--- config.mk ---
export PLATFORM = sky130hd
export DESIGN_NAME = spr_device_flat
export DESIGN_NICKNAME = d
export VERILOG_FILES = /design/src/design/spr_pkg.sv /design/src/design/spr_link_if.sv /design/src/design/spr_device.sv /design/src/flat_wrapper.sv
export SDC_FILE = /design/constraint.sdc
export NUM_CORES = 2
export LEC_CHECK = 0
export ABC_CLOCK_PERIOD_IN_PS = 47400
export BUFFER_PORTS_ARGS = -buffer_cell sky130_fd_sc_hd__buf_2
export CAP_MARGIN = 5
export CORE_ASPECT_RATIO = 0.7
export CORE_MARGIN = 10
export CORE_UTILIZATION = 50
export CTS_CLUSTER_SIZE = 14
export DETAILED_ROUTE_END_ITERATION = 6
export PLACE_DENSITY = 0.66
export SKIP_LAST_GASP = 1
export SYNTH_ARGS = -nofsm -noshare
export SYNTH_HDL_FRONTEND = slang
export SYNTH_SLANG_ARGS = --single-unit
--- constraint.sdc ---
create_clock -name core_clk -period 47.4 [get_ports core_clk]
set_input_delay 4.74 -clock core_clk [delete_from_list [all_inputs] [get_ports core_clk]]
set_output_delay 4.74 -clock core_clk [all_outputs]
set_load 0.03 [all_outputs]
--- src/design/spr_pkg.sv ---
// Purpose: shared constants for the two-frame serial readback link
// Assumes: link clock is slow against core_clk; the host makes it, the device samples it
// Notes:   frame is payload, register index, chip code, all msb first
package spr_pkg;
  // frame layout
  localparam int FRAME_BITS   = 32;
  localparam int PAYLOAD_BITS = 24;
  localparam int IDX_BITS     = 5;
  localparam int CHIP_BITS    = 3;
  localparam int IDX_LSB      = 3;
  localparam int PAYLOAD_LSB  = 8;
  localparam int CODE_FIRST   = 30;   // rising edge that takes the first chip bit
  localparam logic [5:0] FRAME_COUNT = 6'h20;
  localparam logic [5:0] CODE_EDGE0  = 6'h1e;
  localparam logic [5:0] CODE_EDGE1  = 6'h1f;
  localparam logic [2:0] CHIP_CODE   = 3'h0;
  localparam logic [4:0] PTR_REG     = 5'h00;
  localparam logic [2:0] MASK_NONE   = 3'h0;
  localparam logic [2:0] MASK_ONE    = 3'h1;
  localparam logic [2:0] MASK_TWO    = 3'h3;
  localparam logic [2:0] MASK_ALL    = 3'h7;
  // arbitrary identity value, not that of any real part
  localparam logic [23:0] CHIP_ID_DEFAULT = 24'h5a0c01;
  // timing
  localparam int CORE_PERIOD_NS = 100;
  localparam int LINK_PERIOD_NS = 800;
  localparam int HALF_CYCLES    = LINK_PERIOD_NS / CORE_PERIOD_NS / 2;
  // host command registers (word index on the plain port)
  localparam logic [1:0] HOST_CMD    = 2'h0;
  localparam logic [1:0] HOST_DATA   = 2'h1;
  localparam logic [1:0] HOST_STATUS = 2'h2;
  localparam int CMD_GO    = 0;
  localparam int CMD_READ  = 1;
  localparam int CMD_ADDR  = 2;
  localparam int ST_BUSY   = 0;
  localparam int ST_DONE   = 1;
endpackage

--- src/design/spr_link_if.sv ---
// Purpose: three-wire link plus shared lock detect / serial out pin
// Assumes: pin has a pull-up when nobody drives it
// Notes:   the wire level is resolved here from the enable
`timescale 1ns/1ns
interface spr_link_if;
  logic serialClock;
  logic serialInputLine;
  logic frameLatchEnable;
  logic lockDetectSerialOutPinOut;
  logic lockDetectSerialOutPinOe;
  logic lockDetectSerialOutPinLevel;

  // pull-up when the device releases the pin
  assign lockDetectSerialOutPinLevel =
    lockDetectSerialOutPinOe ? lockDetectSerialOutPinOut : 1'b1;

  modport device (
    input  serialClock,
    input  serialInputLine,
    input  frameLatchEnable,
    output lockDetectSerialOutPinOut,
    output lockDetectSerialOutPinOe
  );
  modport host (
    output serialClock,
    output serialInputLine,
    output frameLatchEnable,
    input  lockDetectSerialOutPinLevel
  );
endinterface

--- src/design/spr_device.sv ---
// Purpose: device end: frame capture, read pointer, readback on shared pin
// Assumes: all link inputs are asynchronous and pass two flip-flops
// Notes:   register 0 reads the identity word; writes to it load the pointer
// Functional notes
// - pin driven during frames once addressed
// - each frame shows register selected by pointer
// - unchanged pointer repeats same data every frame
// - read is pointer frame then data frame
// - sample payload, index, chip code on rises
// - host sends index zero for pointer frame
// - host sends chip code zero
// - host raises latch after 32nd rise
// - capture frame on latch rising edge
// - host drops latch after capture
// - host repeats pointer frame when idle; this host sends nothing when idle and repeats it only as a read's second frame
// - readback frame still samples 32 input bits
// - frame switches pin to data, hides lock
// - latch ends frame, lock detect returns
// - driver enabled only when chip code matches; a latch before any chip code bit also enables it
// - register 0 bits 4:0 are write-only pointer
`timescale 1ns/1ns
module spr_device #(
  parameter logic [23:0] CHIP_ID = spr_pkg::CHIP_ID_DEFAULT
) (
  // clock and reset
  input  wire logic                          core_clk,
  input  wire logic                          rst,
  // link
  spr_link_if.device                         link,
  // user side
  input  wire logic                          lockDetectOutput,
  output logic                               regWrStb,
  output logic [spr_pkg::IDX_BITS-1:0]       regWrAddr,
  output logic [spr_pkg::PAYLOAD_BITS-1:0]   regWrData,
  output logic [spr_pkg::IDX_BITS-1:0]       readPointer,
  output logic                               serialOutputMode,
  output logic                               driverEnable
);
  import spr_pkg::*;

  logic [2:0]              clkSync;
  logic [1:0]              dinSync;
  logic [2:0]              latSync;
  logic                    clkRise;
  logic                    clkFall;
  logic                    latRise;
  logic [5:0]              bitCount;
  logic [FRAME_BITS-1:0]   inShift;
  logic [FRAME_BITS-1:0]   outShift;
  logic [PAYLOAD_BITS-1:0] mem [1:(1<<IDX_BITS)-1];
  logic [PAYLOAD_BITS-1:0] readWord;
  logic [PAYLOAD_BITS-1:0] payload;
  logic [IDX_BITS-1:0]     frameIdx;
  logic [CHIP_BITS-1:0]    chipMask;
  logic                    addressed;
  logic                    frameOk;
  logic                    pinOut;

  // two-stage synchronisers; clock and latch keep a third stage as edge history
  always_ff @(posedge core_clk or posedge rst) begin
    if (rst) begin
      clkSync <= 3'h0;
      dinSync <= 2'h0;
      latSync <= 3'h0;
    end else begin
      clkSync <= {clkSync[1:0], link.serialClock};
      dinSync <= {dinSync[0], link.serialInputLine};
      latSync <= {latSync[1:0], link.frameLatchEnable};
    end
  end

  // edges from stages 2 and 3; stage 1 only settles and is never read
  // the link is slow against core_clk, so the two-cycle lag costs nothing
  assign clkRise = clkSync[1] & ~clkSync[2];
  assign clkFall = ~clkSync[1] & clkSync[2];
  assign latRise = latSync[1] & ~latSync[2];

  // frame fields out of the single input shift register
  assign payload  = inShift[FRAME_BITS-1:PAYLOAD_LSB];
  assign frameIdx = inShift[PAYLOAD_LSB-1:IDX_LSB];
  // a frame counts only with all 32 bits in and our chip code last
  assign frameOk  = (bitCount == FRAME_COUNT) && (inShift[CHIP_BITS-1:0] == CHIP_CODE);

  // rising-edge counter; extra edges past a full frame are ignored
  always_ff @(posedge core_clk or posedge rst) begin
    if (rst) begin
      bitCount <= 6'h0;
    end else if (latRise) begin
      bitCount <= 6'h0;
    end else if (clkRise && !latSync[1] && bitCount != FRAME_COUNT) begin
      bitCount <= 6'(bitCount + 6'h1);
    end
  end

  // input bits shift in msb first on each counted rising edge
  always_ff @(posedge core_clk or posedge rst) begin
    if (rst) begin
      inShift <= '0;
    end else if (clkRise && !latSync[1] && bitCount != FRAME_COUNT) begin
      inShift <= {inShift[FRAME_BITS-2:0], dinSync[1]};
    end
  end

  // word shown in the next frame; pointer 0 has no readable pointer, only the id
  assign readWord = (readPointer == PTR_REG) ? CHIP_ID : mem[readPointer];

  // output word reloads while idle, so a new pointer shows from the next frame
  // limitation: bit 1 reaches the pin only after the first rise, hosts sample late
  always_ff @(posedge core_clk or posedge rst) begin
    if (rst) begin
      outShift <= '0;
    end else if (bitCount == 6'h0 && !clkRise) begin
      outShift <= {readWord, {(FRAME_BITS-PAYLOAD_BITS){1'b0}}};
    end else if (clkFall && bitCount != 6'h0) begin
      outShift <= {outShift[FRAME_BITS-2:0], 1'b0};
    end
  end

  // pointer moves only at latch rise of a complete addressed frame
  // short frames and foreign chip codes leave the pointer alone
  always_ff @(posedge core_clk or posedge rst) begin
    if (rst) begin
      readPointer <= PTR_REG;
    end else if (latRise && frameOk && frameIdx == PTR_REG) begin
      readPointer <= payload[IDX_BITS-1:0];
    end
  end

  // register file for indexes above 0; no documented defaults, so zero
  // index 0 is never stored: a write there only moves the pointer
  always_ff @(posedge core_clk or posedge rst) begin
    if (rst) begin
      for (int i = 1; i < (1 << IDX_BITS); i++) begin
        mem[i] <= '0;
      end
    end else if (latRise && frameOk && frameIdx != PTR_REG) begin
      mem[frameIdx] <= payload;
    end
  end

  // write notice to the user side, one cycle pulse with held data
  // pointer frames are reported too, so the user side sees every capture
  always_ff @(posedge core_clk or posedge rst) begin
    if (rst) begin
      regWrStb  <= 1'b0;
      regWrAddr <= '0;
      regWrData <= '0;
    end else begin
      regWrStb <= latRise && frameOk;
      if (latRise && frameOk) begin
        regWrAddr <= frameIdx;
        regWrData <= payload;
      end
    end
  end

  // chip-code bits seen so far; a short frame with no code bits counts as ours
  always_comb begin
    if (bitCount == FRAME_COUNT) begin
      chipMask = MASK_ALL;
    end else if (bitCount == CODE_EDGE1) begin
      chipMask = MASK_TWO;
    end else if (bitCount == CODE_EDGE0) begin
      chipMask = MASK_ONE;
    end else begin
      chipMask = MASK_NONE;
    end
  end
  assign addressed = ((inShift[CHIP_BITS-1:0] & chipMask) == CHIP_CODE);

  // driver stays released after reset so the pin can be shared until addressed
  // once on, it stays on between frames so lock detect remains visible
  always_ff @(posedge core_clk or posedge rst) begin
    if (rst) begin
      driverEnable <= 1'b0;
    end else if (latRise) begin
      driverEnable <= addressed;
    end
  end

  // serial mode while a frame is in progress
  // drops on the latch rise, together with the pin's return to lock detect
  always_ff @(posedge core_clk or posedge rst) begin
    if (rst) begin
      serialOutputMode <= 1'b0;
    end else begin
      serialOutputMode <= (bitCount != 6'h0) && !latRise;
    end
  end

  // pin data: readback bit in a frame, lock detect otherwise
  always_ff @(posedge core_clk or posedge rst) begin
    if (rst) begin
      pinOut <= 1'b0;
    end else if (bitCount != 6'h0 && !latRise) begin
      pinOut <= outShift[FRAME_BITS-1];
    end else begin
      pinOut <= lockDetectOutput;
    end
  end

  // pin data and enable both come straight from flops, so the shared
  // wire never sees a combinational glitch
  assign link.lockDetectSerialOutPinOut = pinOut;
  assign link.lockDetectSerialOutPinOe  = driverEnable;
endmodule

--- src/flat_wrapper.sv ---
// flat-port wrapper written by rule: the top's interface ports become plain ports
module spr_device_flat import spr_pkg::*;
#(
  parameter logic [23:0] CHIP_ID = spr_pkg::CHIP_ID_DEFAULT
)
  (core_clk, rst, lockDetectOutput, regWrStb, regWrAddr, regWrData, readPointer, serialOutputMode, driverEnable, link_serialClock, link_serialInputLine, link_frameLatchEnable, link_lockDetectSerialOutPinOut, link_lockDetectSerialOutPinOe);
  spr_link_if link_i ();
  input  wire logic core_clk;
  input  wire logic rst;
  input  wire logic lockDetectOutput;
  output logic regWrStb;
  output logic [spr_pkg::IDX_BITS-1:0] regWrAddr;
  output logic [spr_pkg::PAYLOAD_BITS-1:0] regWrData;
  output logic [spr_pkg::IDX_BITS-1:0] readPointer;
  output logic serialOutputMode;
  output logic driverEnable;
  input wire logic [$bits(link_i.serialClock)-1:0] link_serialClock;
  input wire logic [$bits(link_i.serialInputLine)-1:0] link_serialInputLine;
  input wire logic [$bits(link_i.frameLatchEnable)-1:0] link_frameLatchEnable;
  output wire logic [$bits(link_i.lockDetectSerialOutPinOut)-1:0] link_lockDetectSerialOutPinOut;
  output wire logic [$bits(link_i.lockDetectSerialOutPinOe)-1:0] link_lockDetectSerialOutPinOe;
  assign link_i.serialClock = link_serialClock;
  assign link_i.serialInputLine = link_serialInputLine;
  assign link_i.frameLatchEnable = link_frameLatchEnable;
  assign link_lockDetectSerialOutPinOut = link_i.lockDetectSerialOutPinOut;
  assign link_lockDetectSerialOutPinOe = link_i.lockDetectSerialOutPinOe;
  spr_device #(.CHIP_ID(CHIP_ID)) u_core (.core_clk(core_clk), .rst(rst), .link(link_i), .lockDetectOutput(lockDetectOutput), .regWrStb(regWrStb), .regWrAddr(regWrAddr), .regWrData(regWrData), .readPointer(readPointer), .serialOutputMode(serialOutputMode), .driverEnable(driverEnable));
endmodule
; Yosys cells after proc, flatten, opt, wreduce, memory -nomap -nowiden
; Cells that the tools add are included.
[word_totals]
wordCells = 98
out_inout_bits = 39
regBits = 860
input_bits = 6
[classes]
magnitude_cmp = 3
muxes = 15
addsub = 1
reduce_logical = 22
n_bitwise = 9
n_eq_ne = 4
[ops]
columns = cell, count
row1 = $bwmux 744, 1
row2 = $bmux 24 s5, 1
row3 = $demux 24 s5, 1
row4 = $mux 24, 4
row5 = $mux 32, 2
row6 = $eq 6x5->1 const B, 2
row7 = $ge 6x6->1 const B, 2
row8 = $mux 6, 2
row9 = $not 5->6, 2
row10 = $logic_and 1x1->1, 10
row11 = $logic_not 5->1, 2
row12 = $add 6x1->6 const B, 1
row13 = $eq 6x6->1 const B, 1
row14 = $logic_not 3->1, 2
row15 = $logic_not 6->1, 1
row16 = $lt 6x1->1 const B, 1
row17 = $mux 3, 2
row18 = $ne 6x6->1 const B, 1
row19 = $reduce_bool 6->1, 1
row20 = $reduce_bool 5->1, 1
row21 = $reduce_bool 2->1, 2
row22 = $and 1x1->1, 3
row23 = $and 3x3->3, 1
row24 = $logic_not 1->1, 3
row25 = other kinds (2), 5

; Depth between registers and ports, before layout
[logic_depth]
word_depth = 6
depth_mapped = 11
ltp_nobuf = 8

; Worst setup path before layout
; OpenSTA, ideal clock, no wires.
[synth_timing]
path_kind = register -> output
from = register u_core.driverEnable
to = output link_lockDetectSerialOutPinOe
path_buffers = 1
t_arrival_ns = 0.720
path_slack_ns = 41.940
path_stages_with_launch = 2
cell_sequence = dfrtp_1 buf_4
[synth_lines]
columns = item, line
row1 = from (decl), spr_device.sv:37  ; output logic driverEnable
row2 = from (signal assigned), spr_device.sv:177  ; driverEnable <= addressed;
row3 = to (decl), flat_wrapper.sv:21  ; output wire logic [$bits(link_i.lockDetectSerialOutPinOe)-1:0] link_lockDetectSerialOutPinOe;
; No word-level cell between the ends.

==> summary by stage <==
Logic synthesis
The post-synthesis instance total is 2587. The area share of the leading cell type in the synthesized netlist is 0.5565. Summing every instance area after synthesis gives 38310 um2. The portion of synthesized area spent on multiplexers is 0.3453. By count the netlist is led by sky130_fd_sc_hd__dfrtp_1, sky130_fd_sc_hd__mux2_2, sky130_fd_sc_hd__mux4_2.

The average instance in the mapped netlist occupies 14.81 um2. The number of flops mapped to enable cells by yosys is 0. The sequential cell area fraction in the yosys report is 0.5565. In this run, distinct cell masters in the synthesized netlist total 54.

The flip-flop cell with the highest count after synthesis is sky130_fd_sc_hd__dfrtp_1. During synthesis, Yosys emitted a total of 0 warnings. The simple-gate share of the synthesized area is 0.03985. In the post-synthesis netlist, the biggest area contributors are sky130_fd_sc_hd__dfrtp_1, sky130_fd_sc_hd__mux2_2, sky130_fd_sc_hd__mux4_2. The synthesis-stage register bit count is 852. The proportion of register bits with asynchronous set or reset after synthesis is 1.000.

Of the total synthesized cell area, the portion taken by XOR and XNOR cells is 0.0006859. The post-synthesis share of cell area spent on full adders, half adders and majority gates is 0.0009798. The largest total area in the synthesized netlist belongs to sky130_fd_sc_hd__dfrtp_1. The leading cell type by number of instances after synthesis is sky130_fd_sc_hd__dfrtp_1. The combinational family with the most area after synthesis is multiplexers. Counting every net in the synthesized netlist gives 2596. The compound-cell area share of the yosys netlist was 0.02864.

Routing
Once detail routing completed, the nets flagged for antenna violations numbered 0. The detailed-route wire length is 99.74 mm. The total number of vias is 22410. The remaining routing DRC violations is 0. The average wire per cell in the routed design is 27.84 um.

The count of TritonRoute iterations in the first routing pass is 5. The detailed router's first-iteration violation count is 2047. Using the TritonRoute via totals, the vias-per-cell ratio works out to 6.255.

Clock tree
The number of buffers inserted during clock tree synthesis is 83. Post-CTS repair changed the size of 0 cells. The worst-skew pair later-pin latency is 0.64 ns. The post-CTS setup-driven buffer insertion count is 0. The number of H-tree branching levels is 3. The CTS tree is built. The clock root buffer is sky130_fd_sc_hd__clkbuf_16. The clock transition at the registers of the reported paths is 0.06 ns. The number of clock sinks is 852. The maximum root-to-sink buffer count is 3. In this run, post-CTS hold repair placed 0 buffers.

GRT
The initial antenna violation count is 1. The all-layer global routing usage is 0.2269. The global-route wire length before repair is 151.4 mm. The total overflow left after global routing is 0. The via count of the first global-routing pass is 23380. The pin count of the biggest net entering global routing is 129.

Cells and area
In the final layout, the share of cells above drive strength 1 is 0.4705. The multi-input combinational cells in the finished layout cover a total of 15960 um2. The final cell utilization of the core is 0.5571.

At the end of the flow, the number of nets in the layout was 2537. The final non-filler cell total is 3583. The filler cells instantiated in the layout total 5964.

Relative to the synthesized area, the layout overhead comes to 9.746%. The area of all sequential standard cells is 21340 um2.

Power and ir drop
The analysis attributes to cell leakage a power of 0.02003 uW. The share of total power dissipated in combinational logic is 0.031. The ratio of total power to cell area is 35.59 nW/um2. The share of total power in the clock network is 0.464. The net switching power figure is 334.0 uW. Across the VDD grid, the largest voltage drop is 0.02799 mV. The switching share of total power is 0.2233. The sequential group share of total power is 0.505.

The internal power contribution is 1162 uW.

Worst setup path
The critical path is of the input pin to asynchronous set/reset pin type. Together, buffers and inverters on the worst path number 4. Data arrives at the worst endpoint at 7.41 ns. The launching element type of the critical path is an input pin. The most repeated library cell on the critical path is sky130_fd_sc_hd__buf_4. The critical-path maximum fanout is 128. The biggest cell delay along the critical path is 0.90 ns.

Among all stages on the critical path, the largest delay is contributed by sky130_fd_sc_hd__buf_4. The data required time of the critical path is 48.00 ns. Broken down by cell family, the worst path's largest delay share belongs to buffers and inverters. STA classifies the critical path endpoint as an asynchronous set/reset pin.

The signal on the critical path passes through buf_2 > inv_8 > buf_4 > buf_4.

Min path
The class of the tightest hold or removal check is flop to flop.

STA
Summed over all failing endpoints, the final setup total negative slack is 0 ns. The final number of hold-violating endpoints is 0. Subtracting the final worst setup slack from the clock period gives 6.819 ns.

The number of endpoints failing setup at the final stage is 0. Setup repair after global routing left no endpoint under its margin. Hold is met by 0.3480 ns. The final-report max-slew violation count came to 0. Derived from the worst setup path, the maximum achievable clock frequency is 0.1466 GHz.

The fraction of the cycle the final worst path needs is 0.1439. On the final layout, the worst clock skew is 0.02225 ns. The headroom to the max-slew limit is 0.1249. The transition time at the pin with the least slew margin is 1.308 ns.

Placement
The number of cells after detailed placement is 3431. The routability-driven placement congestion ratio is 0.8013. Port buffering added 44 buffers.

The placed wire-length estimate after detailed placement is 58.45 mm.

Outcome
The run finished with clean final reports.

Floorplan
The number of ports placed on the die boundary is 45. In this run the standard cell core region covers 75460 um2. The initial utilization of the core area, before any placement, comes to 0.5077. The initialized floorplan defines 84 standard-cell rows.

The area enclosed by the die boundary is 88270 um2. The width of the chip is 350.8 um. The vertical die dimension is 251.6 um.

Flow run
The reported max-cap violation count is 0.
==> path summary, 6_finish.rpt <==
check | from | slack, ns | cells past startpoint | endpoint
max in group core_clk | u_core.readPointer[1] | 40.69 | 1 | readPointer[1]
hold / removal | u_core.dinSync[0] | 0.35 | 0 | u_core.dinSync[1]
setup reg to reg | u_core.readPointer[0] | 43.01 | 8 | u_core.outShift[22]
hold reg to reg | u_core.dinSync[0] | 0.35 | 0 | u_core.dinSync[1]
min in group asynchronous | rst | 4.27 | 2 | u_core.regWrData[16]
setup / recovery | rst | 40.58 | 4 | u_core.mem[155]
==> cells by family after synthesis <==
family | count (synthesis)
AND/OR/NAND/NOR | 303
multiplexers | 1029
XOR/XNOR | 3
flip-flops | 852
AO/OA/AOI/OAI | 155
adder cells (fa/ha/maj) | 3
buffers and inverters | 242
==> per-stage QoR <==
step / setup WS [ns] / power (uW) / area [um2]
finish: 40.58 / 1496 / 42040
global route: 40.16 / 1548 / 42040
CTS: 40.52 / 1509 / 42010
detailed placement: 39.83 / 814.5 / 39150
global placement: 39.95 / 812.4 / 39150
floorplan: 18.72 / 795.9 / 38310
==> state kept, by name (all words and copies together), names as in the netlist, 2 cells and up <==
name,cells
u_core.clkSync,3
u_core.mem,744
u_core.outShift,24
u_core.dinSync,2
u_core.latSync,3
u_core.inShift,32
u_core.bitCount,6
u_core.regWrAddr,5
u_core.readPointer,5
u_core.regWrData,24
==> metal layers <==
metal | vias to the layer above | part of all wire | global-route usage | wire [um]
li1 | 9376 | - | - | -
met1 | 12200 | 0.46 | 0.3345 | 46170
met2 | 697 | 0.44 | 0.3307 | 43660
met3 | 141 | 0.077 | 0.06215 | 7689
met4 | 0 | 0.022 | 0.05407 | 2216
met5 | - | 0 | 0 | 0
==> area by class of cell <==
class	instances	area share
Antenna cell	1	0.00005952
Clock buffer	127	0.05964
Tap cell	989	0.02943
Clock inverter	23	0.008363
Multi-Input combinational cell	1493	0.3795
Inverter	7	0.0008035
Sequential cell	852	0.5075
Timing Repair Buffer	91	0.01470
==> cell usage in the layout, fill, tap and decap left out, types with 22 or more instances in the layout <==
cell	count
sky130_fd_sc_hd__dfrtp_1	848
sky130_fd_sc_hd__mux2_2	803
sky130_fd_sc_hd__mux4_2	153
sky130_fd_sc_hd__nand2_1	140
sky130_fd_sc_hd__clkbuf_16	87
sky130_fd_sc_hd__mux2i_1	66
sky130_fd_sc_hd__buf_2	44
sky130_fd_sc_hd__buf_4	44
sky130_fd_sc_hd__nor2_1	40
sky130_fd_sc_hd__o21ai_0	24
sky130_fd_sc_hd__nand3_1	23
sky130_fd_sc_hd__clkbuf_1	22
==> power by group through the flow <==
stage	logic [uW]	registers [uW]	clock network, uW
detailed placement	46.4	768	0
finish	46.3	756	694
global route	51.9	757	740
CTS	46.7	755	708
global placement	45.1	767	0
floorplan	38.4	757	0
Power figures use the tool's default switching activity.
